$ cat src/hw/relay_scan_pkg.sv
// shared constants, types and register map of the relay scan status controller
package relay_scan_pkg;
	// register byte offsets on the wishbone bus
	localparam logic [7:0] OFS_SCAN_CFG = 8'h00;
	localparam logic [7:0] OFS_SCAN_LIST = 8'h04;
	localparam logic [7:0] OFS_OPER_EVENT = 8'h08;
	localparam logic [7:0] OFS_OPER_ENABLE = 8'h0c;
	localparam logic [7:0] OFS_SUMMARY = 8'h10;
	localparam logic [7:0] OFS_CARD_CMD = 8'h14;
	localparam logic [7:0] OFS_CARD_QUERY = 8'h18;
	localparam logic [7:0] OFS_ERR_QUEUE = 8'h1c;
	// field positions
	localparam int CFG_MODE_LSB = 0;
	localparam int CFG_PORT_BIT = 2;
	localparam int SCAN_COMPLETE_BIT = 8;
	localparam int SUMMARY_OPER_BIT = 7;
	localparam int CARD_ALL_BIT = 7;
	localparam int CARD_CPON_BIT = 8;
	localparam int CARD_FULL_RST_BIT = 9;
	localparam int CARD_CLS_BIT = 10;
	localparam int BANK_SIZE = 8;
	// reset values
	localparam logic [15:0] OPER_ENABLE_RESET = 16'h0000;
	localparam logic [15:0] SCAN_LIST_RESET = 16'h0000;
	localparam logic [6:0] CARD_SEL_RESET = 7'h01;
	// value ranges
	localparam logic [6:0] CARD_MIN = 7'h01;
	localparam logic [6:0] CARD_MAX = 7'h63;
	localparam int ERR_DEPTH = 30;
	// error numbers and message indices held by the queue
	localparam logic [15:0] ERR_NUM_NONE = 16'h0000;
	localparam logic [15:0] ERR_NUM_BANK1 = 16'hff20;
	localparam logic [15:0] ERR_NUM_RANGE = 16'hff22;
	localparam logic [15:0] ERR_NUM_OVERFLOW = 16'hfea2;
	localparam logic [7:0] MSG_NO_ERROR = 8'h00;
	localparam logic [7:0] MSG_BANK1 = 8'h01;
	localparam logic [7:0] MSG_RANGE = 8'h02;
	localparam logic [7:0] MSG_OVERFLOW = 8'h03;

	typedef enum logic [1:0] {MODE_NONE, MODE_VOLT, MODE_TWO_WIRE, MODE_FOUR_WIRE} scan_mode_e;

	typedef struct packed {
		logic [7:0] msg;
		logic [15:0] num;
	} err_entry_s;

	typedef struct packed {
		logic second_a_tree_switch;
		logic b_tree_switch;
		logic a_tree_switch;
	} tree_s;
endpackage

$ cat src/hw/relay_mux_scan_status_ctrl.sv
// scan mode, tree switch, operation status, card query and error queue control for a relay mux
// What this block does
// - none and volts modes both set the scan list up for voltage measurement.
// - two-wire ohms mode sets the scan list up for two-wire resistance.
// - four-wire mode: closing bank 0 channel n also closes channel n plus eight.
// - four-wire mode rejects a scan list naming channels 08-15 and queues an error.
// - mode query returns the currently selected mode, one of four.
// - analog bus port closes the mode's tree switches while scanning.
// - port none keeps every tree switch open while scanning.
// - enabled operation bit 8 sets summary status bit 7.
// - enable mask accepts 1 to 65535; 256 passes bit 8 to summary.
// - scan complete sets operation status bit 8.
// - reading the operation event value clears bit 8.
// - operation read returns 256 when bit 8 set, else 0; other bits unused.
// - open-card opens all channels of one card or all, keeping modes.
// - full reset opens all cards and restores power-on mode settings.
// - description query accepts card 1-99 and returns a fixed description.
// - type query returns maker, model, serial always 0, revision.
// - each error entry holds a negative number and a message index.
// - each error read removes and returns the oldest entry.
// - empty queue reads return number 0, message no error.
// - clear status discards every queued error.
// - queue holds 30; overflow replaces newest slot with -350, newer errors lost.
`timescale 1ns/1ns
module relay_mux_scan_status_ctrl
	import relay_scan_pkg::*;
#(
	parameter logic [7:0] MAKER_CODE = 8'h5a, // arbitrary identity value
	parameter logic [7:0] MODEL_CODE = 8'h21, // arbitrary identity value
	parameter logic [7:0] REV_CODE = 8'h01, // arbitrary identity value
	parameter logic [7:0] DESC_CODE = 8'h03, // arbitrary description index
	parameter int NUM_CH = 16
)
(
	input wire logic clk_i,
	input wire logic rst_i,
	input wire logic wb_cyc_i,
	input wire logic wb_stb_i,
	input wire logic wb_we_i,
	input wire logic [7:0] wb_adr_i,
	input wire logic [3:0] wb_sel_i,
	input wire logic [31:0] wb_dat_i,
	output logic [31:0] wb_dat_o,
	output logic wb_ack_o,
	input wire logic scanning_i,
	input wire logic scan_done_i,
	input wire logic [NUM_CH-1:0] chan_close_i,
	output logic [NUM_CH-1:0] scan_list_o,
	output logic list_valid_o,
	output logic [NUM_CH-1:0] relay_close_o,
	output tree_s tree_o,
	output logic summary_o,
	output logic open_card_o,
	output logic open_all_o,
	output logic [6:0] open_card_num_o,
	output logic full_reset_o
);

	scan_mode_e mode_reg;
	logic port_reg;
	logic [NUM_CH-1:0] list_reg;
	logic list_valid_reg;
	logic scan_complete_reg;
	logic [15:0] enable_reg;
	logic ack_reg;
	logic [31:0] dat_reg;
	logic open_card_reg;
	logic open_all_reg;
	logic [6:0] open_num_reg;
	logic full_rst_reg;
	logic [NUM_CH-1:0] relay_reg;
	tree_s tree_reg;
	err_entry_s err_mem [ERR_DEPTH];
	logic [4:0] err_rd_reg;
	logic [4:0] err_wr_reg;
	logic [5:0] err_cnt_reg;

	logic req;
	logic wr_en;
	logic rd_en;
	logic [15:0] wlo;
	logic list_bad;
	logic enable_bad;
	logic card_bad;
	logic query_bad;
	logic cls_cmd;
	logic full_rst_cmd;
	logic err_push;
	err_entry_s err_in;
	logic err_pop;
	logic oper_read;

	// wrap a queue pointer at the queue depth
	function automatic logic [4:0] ptr_inc(input logic [4:0] p);
		ptr_inc = (p == 5'(ERR_DEPTH - 1)) ? 5'h00 : p + 5'h01;
	endfunction

	// card numbers outside 1..99 are refused
	function automatic logic card_out(input logic [6:0] n);
		card_out = (n < CARD_MIN) || (n > CARD_MAX);
	endfunction

	// a request is taken once; ack in the following cycle blocks a second take
	assign req = wb_cyc_i && wb_stb_i && !ack_reg;
	assign wr_en = req && wb_we_i;
	assign rd_en = req && !wb_we_i;
	assign wlo = wb_dat_i[15:0];
	assign wb_ack_o = ack_reg;
	assign wb_dat_o = dat_reg;

	// command decode of writes and reads with side effects
	always_comb
	begin
		list_bad = 1'b0;
		enable_bad = 1'b0;
		card_bad = 1'b0;
		query_bad = 1'b0;
		cls_cmd = 1'b0;
		full_rst_cmd = 1'b0;
		err_pop = 1'b0;
		oper_read = 1'b0;
		if (wr_en && wb_adr_i == OFS_SCAN_LIST)
			list_bad = (mode_reg == MODE_FOUR_WIRE) && (|wlo[NUM_CH-1:BANK_SIZE]);
		else if (wr_en && wb_adr_i == OFS_OPER_ENABLE)
			enable_bad = (wlo == 16'h0000);
		else if (wr_en && wb_adr_i == OFS_CARD_CMD)
		begin
			card_bad = wb_dat_i[CARD_CPON_BIT] && !wb_dat_i[CARD_ALL_BIT] && card_out(wb_dat_i[6:0]);
			full_rst_cmd = wb_dat_i[CARD_FULL_RST_BIT];
			cls_cmd = wb_dat_i[CARD_CLS_BIT];
		end
		else if (wr_en && wb_adr_i == OFS_CARD_QUERY)
			query_bad = card_out(wb_dat_i[6:0]);
		else if (rd_en && wb_adr_i == OFS_ERR_QUEUE)
			err_pop = 1'b1;
		else if (rd_en && wb_adr_i == OFS_OPER_EVENT)
			oper_read = 1'b1;
	end

	// one error source per access, so pushes never collide
	assign err_push = list_bad || enable_bad || card_bad || query_bad;
	assign err_in = list_bad ? err_entry_s'{MSG_BANK1, ERR_NUM_BANK1} : err_entry_s'{MSG_RANGE, ERR_NUM_RANGE};

	// bus handshake: one wait state, ack stands one cycle
	always_ff @(posedge clk_i)
	begin
		if (rst_i)
			ack_reg <= 1'b0;
		else
			ack_reg <= req;
	end

	// read data, captured at the take so a popped entry is returned intact
	always_ff @(posedge clk_i)
	begin
		if (rst_i)
			dat_reg <= 32'h00000000;
		else if (rd_en)
		begin
			if (wb_adr_i == OFS_SCAN_CFG)
				dat_reg <= {29'h0, port_reg, mode_reg};
			else if (wb_adr_i == OFS_SCAN_LIST)
				dat_reg <= {15'h0, list_valid_reg, list_reg};
			else if (wb_adr_i == OFS_OPER_EVENT)
				dat_reg <= 32'(scan_complete_reg) << SCAN_COMPLETE_BIT;
			else if (wb_adr_i == OFS_OPER_ENABLE)
				dat_reg <= {16'h0, enable_reg};
			else if (wb_adr_i == OFS_SUMMARY)
				dat_reg <= 32'(summary_o) << SUMMARY_OPER_BIT;
			else if (wb_adr_i == OFS_CARD_QUERY)
				dat_reg <= {MAKER_CODE, MODEL_CODE, 8'h00, REV_CODE};
			else if (wb_adr_i == OFS_ERR_QUEUE)
			begin
				if (err_cnt_reg == 6'h00)
					dat_reg <= {MSG_NO_ERROR, 8'h00, ERR_NUM_NONE};
				else
					dat_reg <= {err_mem[err_rd_reg].msg, 8'h00, err_mem[err_rd_reg].num};
			end
			else
				dat_reg <= 32'h00000000;
		end
		else if (wr_en && wb_adr_i == OFS_CARD_QUERY && !query_bad)
			dat_reg <= {16'h0, 1'b0, wb_dat_i[6:0], DESC_CODE};
	end

	// scan configuration; full reset returns it to power-on state
	always_ff @(posedge clk_i)
	begin
		if (rst_i || full_rst_cmd)
		begin
			mode_reg <= MODE_NONE;
			port_reg <= 1'b0;
		end
		else if (wr_en && wb_adr_i == OFS_SCAN_CFG)
		begin
			mode_reg <= scan_mode_e'(wb_dat_i[CFG_MODE_LSB +: 2]);
			port_reg <= wb_dat_i[CFG_PORT_BIT];
		end
	end

	// scan list is checked against the mode in force when it is written, hence mode first
	always_ff @(posedge clk_i)
	begin
		if (rst_i || full_rst_cmd)
		begin
			list_reg <= SCAN_LIST_RESET;
			list_valid_reg <= 1'b0;
		end
		else if (wr_en && wb_adr_i == OFS_SCAN_LIST)
		begin
			if (list_bad)
				list_valid_reg <= 1'b0;
			else
			begin
				list_reg <= wlo[NUM_CH-1:0];
				list_valid_reg <= 1'b1;
			end
		end
	end

	// scan complete flag: a new completion beats a clearing read
	always_ff @(posedge clk_i)
	begin
		if (rst_i)
			scan_complete_reg <= 1'b0;
		else if (scan_done_i)
			scan_complete_reg <= 1'b1;
		else if (oper_read || cls_cmd)
			scan_complete_reg <= 1'b0;
	end

	// enable mask; zero is outside the accepted range and is refused
	always_ff @(posedge clk_i)
	begin
		if (rst_i)
			enable_reg <= OPER_ENABLE_RESET;
		else if (wr_en && wb_adr_i == OFS_OPER_ENABLE && !enable_bad)
			enable_reg <= wlo;
	end

	// only bit 8 of the event register exists, so only that mask bit matters
	assign summary_o = scan_complete_reg && enable_reg[SCAN_COMPLETE_BIT];

	// card open commands leave mode and port untouched
	always_ff @(posedge clk_i)
	begin
		if (rst_i)
		begin
			open_card_reg <= 1'b0;
			open_all_reg <= 1'b0;
			open_num_reg <= CARD_SEL_RESET;
			full_rst_reg <= 1'b0;
		end
		else
		begin
			open_card_reg <= full_rst_cmd || (wr_en && wb_adr_i == OFS_CARD_CMD && wb_dat_i[CARD_CPON_BIT]
				&& !card_bad);
			open_all_reg <= full_rst_cmd || (wr_en && wb_adr_i == OFS_CARD_CMD && wb_dat_i[CARD_ALL_BIT]);
			full_rst_reg <= full_rst_cmd;
			if (wr_en && wb_adr_i == OFS_CARD_CMD && !card_bad)
				open_num_reg <= wb_dat_i[6:0];
		end
	end

	// relay drive: four-wire pairs each bank 0 channel with its bank 1 partner
	generate
		for (genvar i = 0; i < NUM_CH; i++)
		begin : g_relay
			always_ff @(posedge clk_i)
			begin
				if (rst_i || full_rst_cmd)
					relay_reg[i] <= 1'b0;
				else if (i >= BANK_SIZE && mode_reg == MODE_FOUR_WIRE)
					relay_reg[i] <= chan_close_i[i % BANK_SIZE];
				else
					relay_reg[i] <= chan_close_i[i];
			end
		end
	endgenerate

	// tree switches follow the mode only while scanning on the analog bus
	always_ff @(posedge clk_i)
	begin
		if (rst_i || full_rst_cmd || !port_reg || !scanning_i)
			tree_reg <= '0;
		else
		begin
			tree_reg.a_tree_switch <= 1'b1;
			tree_reg.b_tree_switch <= (mode_reg == MODE_TWO_WIRE) || (mode_reg == MODE_FOUR_WIRE);
			tree_reg.second_a_tree_switch <= (mode_reg == MODE_FOUR_WIRE);
		end
	end

	// error queue pointers; overflow rewrites the newest slot and drops the new error
	always_ff @(posedge clk_i)
	begin
		if (rst_i || cls_cmd)
		begin
			err_rd_reg <= 5'h00;
			err_wr_reg <= 5'h00;
			err_cnt_reg <= 6'h00;
		end
		else if (err_push && err_cnt_reg != 6'(ERR_DEPTH))
		begin
			err_wr_reg <= ptr_inc(err_wr_reg);
			err_cnt_reg <= err_cnt_reg + 6'h01;
		end
		else if (err_pop && err_cnt_reg != 6'h00)
		begin
			err_rd_reg <= ptr_inc(err_rd_reg);
			err_cnt_reg <= err_cnt_reg - 6'h01;
		end
	end

	// queue storage
	always_ff @(posedge clk_i)
	begin
		if (err_push && err_cnt_reg != 6'(ERR_DEPTH))
			err_mem[err_wr_reg] <= err_in;
		else if (err_push)
		begin
			err_mem[(err_wr_reg == 5'h00) ? 5'(ERR_DEPTH - 1) : err_wr_reg - 5'h01] <=
				'{msg: MSG_OVERFLOW, num: ERR_NUM_OVERFLOW};
		end
	end

	assign scan_list_o = list_reg;
	assign list_valid_o = list_valid_reg;
	assign relay_close_o = relay_reg;
	assign tree_o = tree_reg;
	assign open_card_o = open_card_reg;
	assign open_all_o = open_all_reg;
	assign open_card_num_o = open_num_reg;
	assign full_reset_o = full_rst_reg;
endmodule // relay_mux_scan_status_ctrl

$ cat config.mk
export PLATFORM = sky130hd
export DESIGN_NAME = relay_mux_scan_status_ctrl
export DESIGN_NICKNAME = d
export VERILOG_FILES = /design/src/hw/relay_scan_pkg.sv /design/src/hw/relay_mux_scan_status_ctrl.sv
export SDC_FILE = /design/constraint.sdc
export NUM_CORES = 1
export LEC_CHECK = 0
export ABC_CLOCK_PERIOD_IN_PS = 8010
export BUFFER_PORTS_ARGS = -buffer_cell sky130_fd_sc_hd__buf_2
export CELL_PAD_IN_SITES_DETAIL_PLACEMENT = 1
export CELL_PAD_IN_SITES_GLOBAL_PLACEMENT = 2
export CORE_AREA = 2 2 190 192
export CTS_BUF_LIST = sky130_fd_sc_hd__clkbuf_8
export CTS_CLUSTER_DIAMETER = 30
export DETAILED_ROUTE_END_ITERATION = 16
export DIE_AREA = 0 0 192 194
export PLACE_DENSITY_LB_ADDON = 0.08
export SYNTH_ARGS = -nofsm -noshare
export SYNTH_HDL_FRONTEND = slang
export SYNTH_SLANG_ARGS = --single-unit
$ cat constraint.sdc
create_clock -name clk_i -period 8.01 [get_ports clk_i]
set_input_delay 1.602 -clock clk_i [delete_from_list [all_inputs] [get_ports clk_i]]
set_output_delay 1.602 -clock clk_i [all_outputs]
set_load 0.1 [all_outputs]
# Word-level counts from Yosys, hierarchy flattened
# Memories as Yosys holds them, arrays and structs flattened. A register that Yosys moved wholly into a read port is not among the register bits.
# Index checks and enable logic that the tools add are counted.
[word_totals]
wordCells = 176
reg_bits = 115
ram_bits = 540
mem_count = 1
input_bits = 67
[classes]
bitwise = 2
reduce_logical = 55
muxes = 65
n_eq_ne = 12
n_addsub = 5
n_lt_le_gt_ge = 2
[memory_table]
columns = ["memory", "depth", "word_bits", "rd", "rd_ports_with_merged_regs", "wr", "line_no", "text"]
rows = [
  ["err_mem", 30, 18, 1, 1, 1, "relay_mux_scan_status_ctrl.sv:73", "err_entry_s err_mem [ERR_DEPTH];"],
]
[ops]
columns = ["cell", "n"]
rows = [
  ["32-bit two-way mux", 10],
  ["1-bit two-way mux", 45],
  ["18-bit two-way mux", 2],
  ["8-bit by 5-bit equality test with 1-bit output, second input constant", 4],
  ["5-bit two-way mux", 6],
  ["1-bit logical AND", 23],
  ["18-bit OR reduction", 1],
  ["8-bit by 4-bit equality test with 1-bit output, second input constant", 2],
  ["16-bit zero test", 1],
  ["1-bit logical OR", 12],
  ["6-bit two-way mux", 2],
  ["5-bit by 1-bit adder with 5-bit output, second input constant", 2],
  ["5-bit equality test, second input constant", 2],
  ["8-bit by 3-bit equality test with 1-bit output, second input constant", 1],
  ["1-bit zero test", 8],
  ["8-bit zero test", 1],
  ["8-bit OR reduction", 1],
  ["7-bit > comparator, second input constant", 1],
  ["7-bit by 1-bit < comparator with 1-bit output, second input constant", 1],
  ["6-bit by 1-bit adder with 6-bit output, second input constant", 1],
  ["6-bit zero test", 1],
  ["6-bit by 5-bit != test with 1-bit output, second input constant", 1],
  ["2-bit nonzero test", 3],
  ["6-bit nonzero test", 1],
  ["other kinds (6)", 9],
]

# Logic depth before layout (Yosys ltp)
[logic_depth]
ltp_word = 14
depth_mapped = 16
depth_no_buf = 14

# Least setup slack after synthesis
# OpenSTA, ideal clock, no wires.
[synth_path]
path_kind = "input -> register"
start = "in wb_dat_i[2]"
end = "mem err_mem[0][16] (netlist name), data pin"
arrival_ns = 4.739
stages = 9
slack_ns = 2.988
cell_sequence = "buf_2 nor3_1 a21oi_4 a2111oi_4 a221oi_2 buf_4 nor2_1 inv_1 nand2b_1"
[synth_via]
elab_chain_len = 13
word_cells_on_any_way = 23
classes_between = "order compare: 2; mux: 13; reduce/logical: 8"
[synth_rtl]
columns = ["item", "line_no", "text"]
rows = [
  ["start, declared", "relay_mux_scan_status_ctrl.sv:42", "input wire logic [31:0] wb_dat_i,"],
  ["7-bit by 1-bit < comparator with 1-bit output / 7-bit > comparator (equally long branches)", "relay_mux_scan_status_ctrl.sv:100", "card_out = (n < CARD_MIN) || (n > CARD_MAX);"],
  ["1-bit logical OR", "relay_mux_scan_status_ctrl.sv:100", ""],
  ["1-bit logical AND", "relay_mux_scan_status_ctrl.sv:128", "card_bad = wb_dat_i[CARD_CPON_BIT] && !wb_dat_i[CARD_ALL_BIT] && card_out(wb_dat_i[6:0]);"],
  ["1-bit two-way mux", "relay_mux_scan_status_ctrl.sv:126", "else if (wr_en && wb_adr_i == OFS_CARD_CMD)"],
  ["1-bit two-way mux", "relay_mux_scan_status_ctrl.sv:124", "else if (wr_en && wb_adr_i == OFS_OPER_ENABLE)"],
  ["1-bit two-way mux", "relay_mux_scan_status_ctrl.sv:122", "if (wr_en && wb_adr_i == OFS_SCAN_LIST)"],
  ["1-bit logical OR", "relay_mux_scan_status_ctrl.sv:141", "assign err_push = list_bad || enable_bad || card_bad || query_bad;"],
  ["1-bit logical OR (*)", "relay_mux_scan_status_ctrl.sv:141", ""],
  ["1-bit two-way mux / 1-bit logical AND (equally long branches)", "relay_mux_scan_status_ctrl.sv:320, relay_mux_scan_status_ctrl.sv:318", ""],
  ["1-bit two-way mux (*)", "relay_mux_scan_status_ctrl.sv:318", "if (err_push && err_cnt_reg != 6'(ERR_DEPTH))"],
  ["1-bit two-way mux (*)", "relay_mux_scan_status_ctrl.sv:322", "err_mem[(err_wr_reg == 5'h00) ? 5'(ERR_DEPTH - 1) : err_wr_reg - 5'h01] <="],
  ["18-bit OR reduction (no source line) (*)", "-", ""],
  ["18-bit two-way mux (no source line) (*)", "-", ""],
  ["end, declared", "relay_mux_scan_status_ctrl.sv:73", ""],
]
# Mark *: on every way between the ends. The rest lies on a longest branch, timed or not.

# Worst setup path in the final report
[layout_path]
start = "in wb_adr_i[2]"
end = "mem err_mem[19][16] (netlist name), data pin"
[layout_via]
elab_chain_len = 12
word_cells_on_any_way = 28
classes_between = "eq/ne: 4; mux: 15; reduce/logical: 9"
[layout_rtl]
columns = ["item", "line_no", "text"]
rows = [
  ["start, declared", "relay_mux_scan_status_ctrl.sv:40", "input wire logic [7:0] wb_adr_i,"],
  ["8-bit by 5-bit equality test with 1-bit output, or another cell as far along", "relay_mux_scan_status_ctrl.sv:132", "else if (wr_en && wb_adr_i == OFS_CARD_QUERY)"],
  ["1-bit logical AND (on tied branches)", "relay_mux_scan_status_ctrl.sv:132, relay_mux_scan_status_ctrl.sv:124, relay_mux_scan_status_ctrl.sv:126", ""],
  ["1-bit two-way mux (on tied branches)", "relay_mux_scan_status_ctrl.sv:132, relay_mux_scan_status_ctrl.sv:124, relay_mux_scan_status_ctrl.sv:126", ""],
  ["1-bit two-way mux (on tied branches)", "relay_mux_scan_status_ctrl.sv:126, relay_mux_scan_status_ctrl.sv:122, relay_mux_scan_status_ctrl.sv:124", ""],
  ["1-bit two-way mux, or another cell as far along", "relay_mux_scan_status_ctrl.sv:124", ""],
  ["1-bit two-way mux / 1-bit logical OR (equally long branches)", "relay_mux_scan_status_ctrl.sv:122, relay_mux_scan_status_ctrl.sv:141", ""],
  ["1-bit logical OR", "relay_mux_scan_status_ctrl.sv:141", ""],
  ["1-bit two-way mux / 1-bit logical AND (equally long branches)", "relay_mux_scan_status_ctrl.sv:320, relay_mux_scan_status_ctrl.sv:318", ""],
  ["1-bit two-way mux", "relay_mux_scan_status_ctrl.sv:318", ""],
  ["1-bit two-way mux", "relay_mux_scan_status_ctrl.sv:322", ""],
  ["18-bit OR reduction (no source line)", "-", ""],
  ["18-bit two-way mux (no source line) (*)", "-", ""],
]
# Marked as above.

==> impl_metrics.sql <==
INSERT INTO impl_metrics (metric_group, metric, value, unit) VALUES
('detailed_routing', 'routed_wirelength', '30.1', 'mm'),
('detailed_routing', 'ant_nets', '0', ''),
('place', 'final_wtd_congestion', '0.727', ''),
('sta', 'max_freq', '0.183', 'GHz'),
('cts', 'cts_sinks', '228', ''),
('yosys', 'synth_seq_area_share', '59.0', '%'),
('global_routing', 'grt_remaining_overflow', '0', ''),
('cells_and_area', 'insertedDiodeCount', '0', ''),
('cts', 'clk_root_buffer_cell', 'sky130_fd_sc_hd__clkbuf_8', ''),
('sta', 'setup_violations', '0', ''),
('cells_and_area', 'layout.cell_area.non_filler', '12400', 'um^2'),
('place', 'post-dp-hpwl', '20.7', 'mm'),
('sta', 'portion_of_the_clock_cycle_consumed_by_the_worst_path_in_the_final_layout', '68.2', '%'),
('sta', 'rsz0062_at_grt', 'no', ''),
('cells_and_area', 'regMostFlops', 'err_mem', ''),
('yosys', 'yosysWarningCount', '0', ''),
('floorplan', 'std_cell_rows', '69', ''),
('cells_and_area', 'drive_gt1_share', '30.7', '%'),
('detailed_routing', 'detail_route.vias_per_cell', '4.82', ''),
('sta', 'timing_worst_slew_pin_value', '1.19', 'ns'),
('cts', 'post-cts-setup-buffer-count', '0', ''),
('floorplan', 'die-area', '37200', 'um^2'),
('yosys', 'synth.lib_cells_used.distinct', '71', ''),
('floorplan', 'die_x', '192', 'um'),
('cells_and_area', 'layout.cells.most_common', 'sky130_fd_sc_hd__edfxtp_1', ''),
('power_and_ir_drop', 'power.share.combinational', '4.1', '%'),
('cts', 'cts_hold_repair_buffers', '0', ''),
('cts', 'ctsHtreeMaxLevel', '3', ''),
('yosys', 'synth_async_sr_flop_share', '0', '%'),
('place', 'place.port_buffers', '117', ''),
('run', 'maxCapViolCount', '0', ''),
('power_and_ir_drop', 'netSwitchingFraction', '22.7', '%'),
('global_routing', 'pin_count_of_the_biggest_net_entering_global_routing', '54', ''),
('sta', 'finalMaxSlewViolations', '0', ''),
('power_and_ir_drop', 'power_per_cell_area', '267', 'nW/um^2'),
('cts', 'insertion_delay', '0.59', 'ns'),
('power_and_ir_drop', 'seq_power_share', '37.2', '%'),
('global_routing', 'track_usage', '16.4', '%'),
('global_routing', 'grt_first_pass_wirelength', '46.0', 'mm'),
('cts', 'ctsLongestPathBuffers', '3', ''),
('cells_and_area', 'synthToLayoutAreaGrowth', '26.9', '%'),
('cells_and_area', 'number_of_flip_flops_under_the_largest_register_name', '120', ''),
('cells_and_area', 'mostFrequentLayoutCells', 'sky130_fd_sc_hd__edfxtp_1 (120), sky130_fd_sc_hd__buf_2 (117), sky130_fd_sc_hd__nor2_1 (115)', ''),
('cts', 'clk_transition_reported_paths', '0.05', 'ns'),
('cts', 'cts_made_buffers', '69', ''),
('sta', 'finalWorstPathRequiredPeriod', '5.46', 'ns'),
('power_and_ir_drop', 'p_clk_share', '58.7', '%'),
('worst_setup_path', 'crit_path_end_kind', 'flop', ''),
('worst_setup_path', 'worstSetupPathType', 'input pin to flop', ''),
('floorplan', 'core-area', '35200', 'um^2'),
('sta', 'finalSetupTns', '0', 'ns'),
('outcome', 'outcome', 'completed', ''),
('floorplan', 'top_level_ports', '147', ''),
('cells_and_area', 'design.final.nets', '1024', ''),
('yosys', 'total_standard_cell_area_after_synthesis', '9770', 'um^2'),
('cts', 'postCtsResizedCells', '0', ''),
('yosys', 'netlist_instances', '798', ''),
('yosys', 'syn_area_cell', '12.2', 'um^2'),
('power_and_ir_drop', 'switching_power', '752', 'uW'),
('detailed_routing', 'vias', '7053', ''),
('worst_setup_path', 'worst-endpoint-required', '8.21', 'ns'),
('detailed_routing', 'routedWlPerCell', '20.6', 'um'),
('worst_setup_path', 'worst-endpoint-arrival', '5.67', 'ns'),
('cts', 'tritoncts', 'built', ''),
('detailed_routing', 'initialDrtViolationCount', '273', ''),
('sta', 'setup_slack', '2.55', 'ns'),
('yosys', 'yosys_most_used_dff', 'sky130_fd_sc_hd__edfxtp_1', ''),
('place', 'setup_slack_at_placement', '1.85', 'ns'),
('power_and_ir_drop', 'power.ir.vdd_worst', '120', 'uV'),
('yosys', 'ys_ff_latch', '228', ''),
('detailed_routing', 'first_pass_iters', '5', '');
## cell usage after synthesis (3+ instances only)
master / n / share of area (%)
sky130_fd_sc_hd__nor3b_1: 3 / 0.23
sky130_fd_sc_hd__edfxtp_1: 120 / 37
sky130_fd_sc_hd__buf_2: 7 / 0.36
sky130_fd_sc_hd__or3_1: 3 / 0.19
sky130_fd_sc_hd__xnor2_1: 4 / 0.36
sky130_fd_sc_hd__mux2i_1: 46 / 4.7
sky130_fd_sc_hd__nand2_1: 51 / 2.0
sky130_fd_sc_hd__nor4_1: 7 / 0.45
sky130_fd_sc_hd__and3_1: 5 / 0.32
sky130_fd_sc_hd__or2_2: 4 / 0.26
sky130_fd_sc_hd__a21oi_1: 43 / 2.2
sky130_fd_sc_hd__clkbuf_1: 28 / 1.1
sky130_fd_sc_hd__a31o_2: 4 / 0.36
sky130_fd_sc_hd__ha_1: 9 / 1.2
sky130_fd_sc_hd__nor3_1: 22 / 1.1
sky130_fd_sc_hd__a31oi_1: 9 / 0.58
sky130_fd_sc_hd__nand4_1: 8 / 0.51
sky130_fd_sc_hd__a221oi_1: 7 / 0.63
sky130_fd_sc_hd__xor2_1: 5 / 0.45
sky130_fd_sc_hd__and2_1: 13 / 0.83
sky130_fd_sc_hd__o211ai_1: 3 / 0.23
sky130_fd_sc_hd__mux4_2: 33 / 7.6
sky130_fd_sc_hd__mux2_2: 4 / 0.46
sky130_fd_sc_hd__inv_1: 12 / 0.46
sky130_fd_sc_hd__o21ai_0: 12 / 0.61
sky130_fd_sc_hd__nand3b_1: 3 / 0.23
sky130_fd_sc_hd__nor2b_1: 4 / 0.26
sky130_fd_sc_hd__nand3_1: 26 / 1.3
sky130_fd_sc_hd__buf_1: 4 / 0.15
sky130_fd_sc_hd__a22oi_1: 9 / 0.69
sky130_fd_sc_hd__nand2b_1: 4 / 0.26
sky130_fd_sc_hd__buf_4: 15 / 1.2
sky130_fd_sc_hd__dfxtp_1: 108 / 22
sky130_fd_sc_hd__nor2_1: 115 / 4.4
## worst max-delay path, cell delays in order
cell and delay (ns):
sky130_fd_sc_hd__buf_2 0.20, sky130_fd_sc_hd__nor4b_2 0.39, sky130_fd_sc_hd__and2_1 0.76, sky130_fd_sc_hd__and3_1 0.47, sky130_fd_sc_hd__a221oi_2 0.06, sky130_fd_sc_hd__buf_4 0.21, sky130_fd_sc_hd__nor2_1 0.10, sky130_fd_sc_hd__buf_4 0.32
sky130_fd_sc_hd__inv_1 0.48, sky130_fd_sc_hd__nand2b_1 1.03
## metal layers
metal | global-route usage, % | wire length, um
met5 | 0 | 0
met3 | 4.24 | 1710
met1 | 20.9 | 13600
met2 | 26.6 | 14300
met4 | 6.45 | 568
## cell families after synthesis
logic type | Yosys count | share of synthesized area [%]
other cells | 1 | 0.0384
flops | 228 | 59.0
simple gates | 281 | 13.9
xor+xnor | 9 | 0.806
mux | 83 | 12.8
compound gates | 119 | 8.87
buf+inv | 67 | 3.24
fa+ha+maj | 10 | 1.36
## per-stage QoR
step | hold WS (ns) | total power [mW] | cells | utilization [%]
after floorplan | 0.444 | 1.35 | 806 | -
after global placement | 0.466 | 1.39 | 1337 | 30.5
after detailed placement | 0.469 | 1.39 | 1337 | 30.5
after CTS | 0.479 | 3.37 | 1462 | 35.2
after global routing | 0.508 | 3.44 | 1462 | 35.2
final | 0.475 | 3.31 | 1462 | 35.2
## area by class of cell
type | instances | area [um^2]
clock buffer | 84 | 1160
clock inverter | 41 | 489
fill | 3798 | 22800
inverter | 13 | 48.8
multi-input combinational | 511 | 3730
sequential | 228 | 5770
tap | 461 | 577
timing repair buffer | 124 | 638
## worst paths after layout
check                    start  cells past startpoint               to  slack [ns]
setup / recovery   wb_adr_i[2]                     10  err_mem[19][16]        2.55
hold / removal    wb_dat_o[25]                      2     wb_dat_o[25]        0.48
setup reg to reg   mode_reg[0]                      9  err_mem[19][16]        3.50
hold reg to reg   wb_dat_o[25]                      2     wb_dat_o[25]        0.48
## power groups by stage
stage | clock [mW] | combinational (mW) | sequential, mW
floorplan | 0 | 0.0510 | 1.30
global placement | 0 | 0.135 | 1.25
detailed placement | 0 | 0.136 | 1.25
CTS | 2.00 | 0.136 | 1.23
global route | 2.07 | 0.142 | 1.23
finish | 1.94 | 0.135 | 1.23
(Power assumes the default switching activity.)
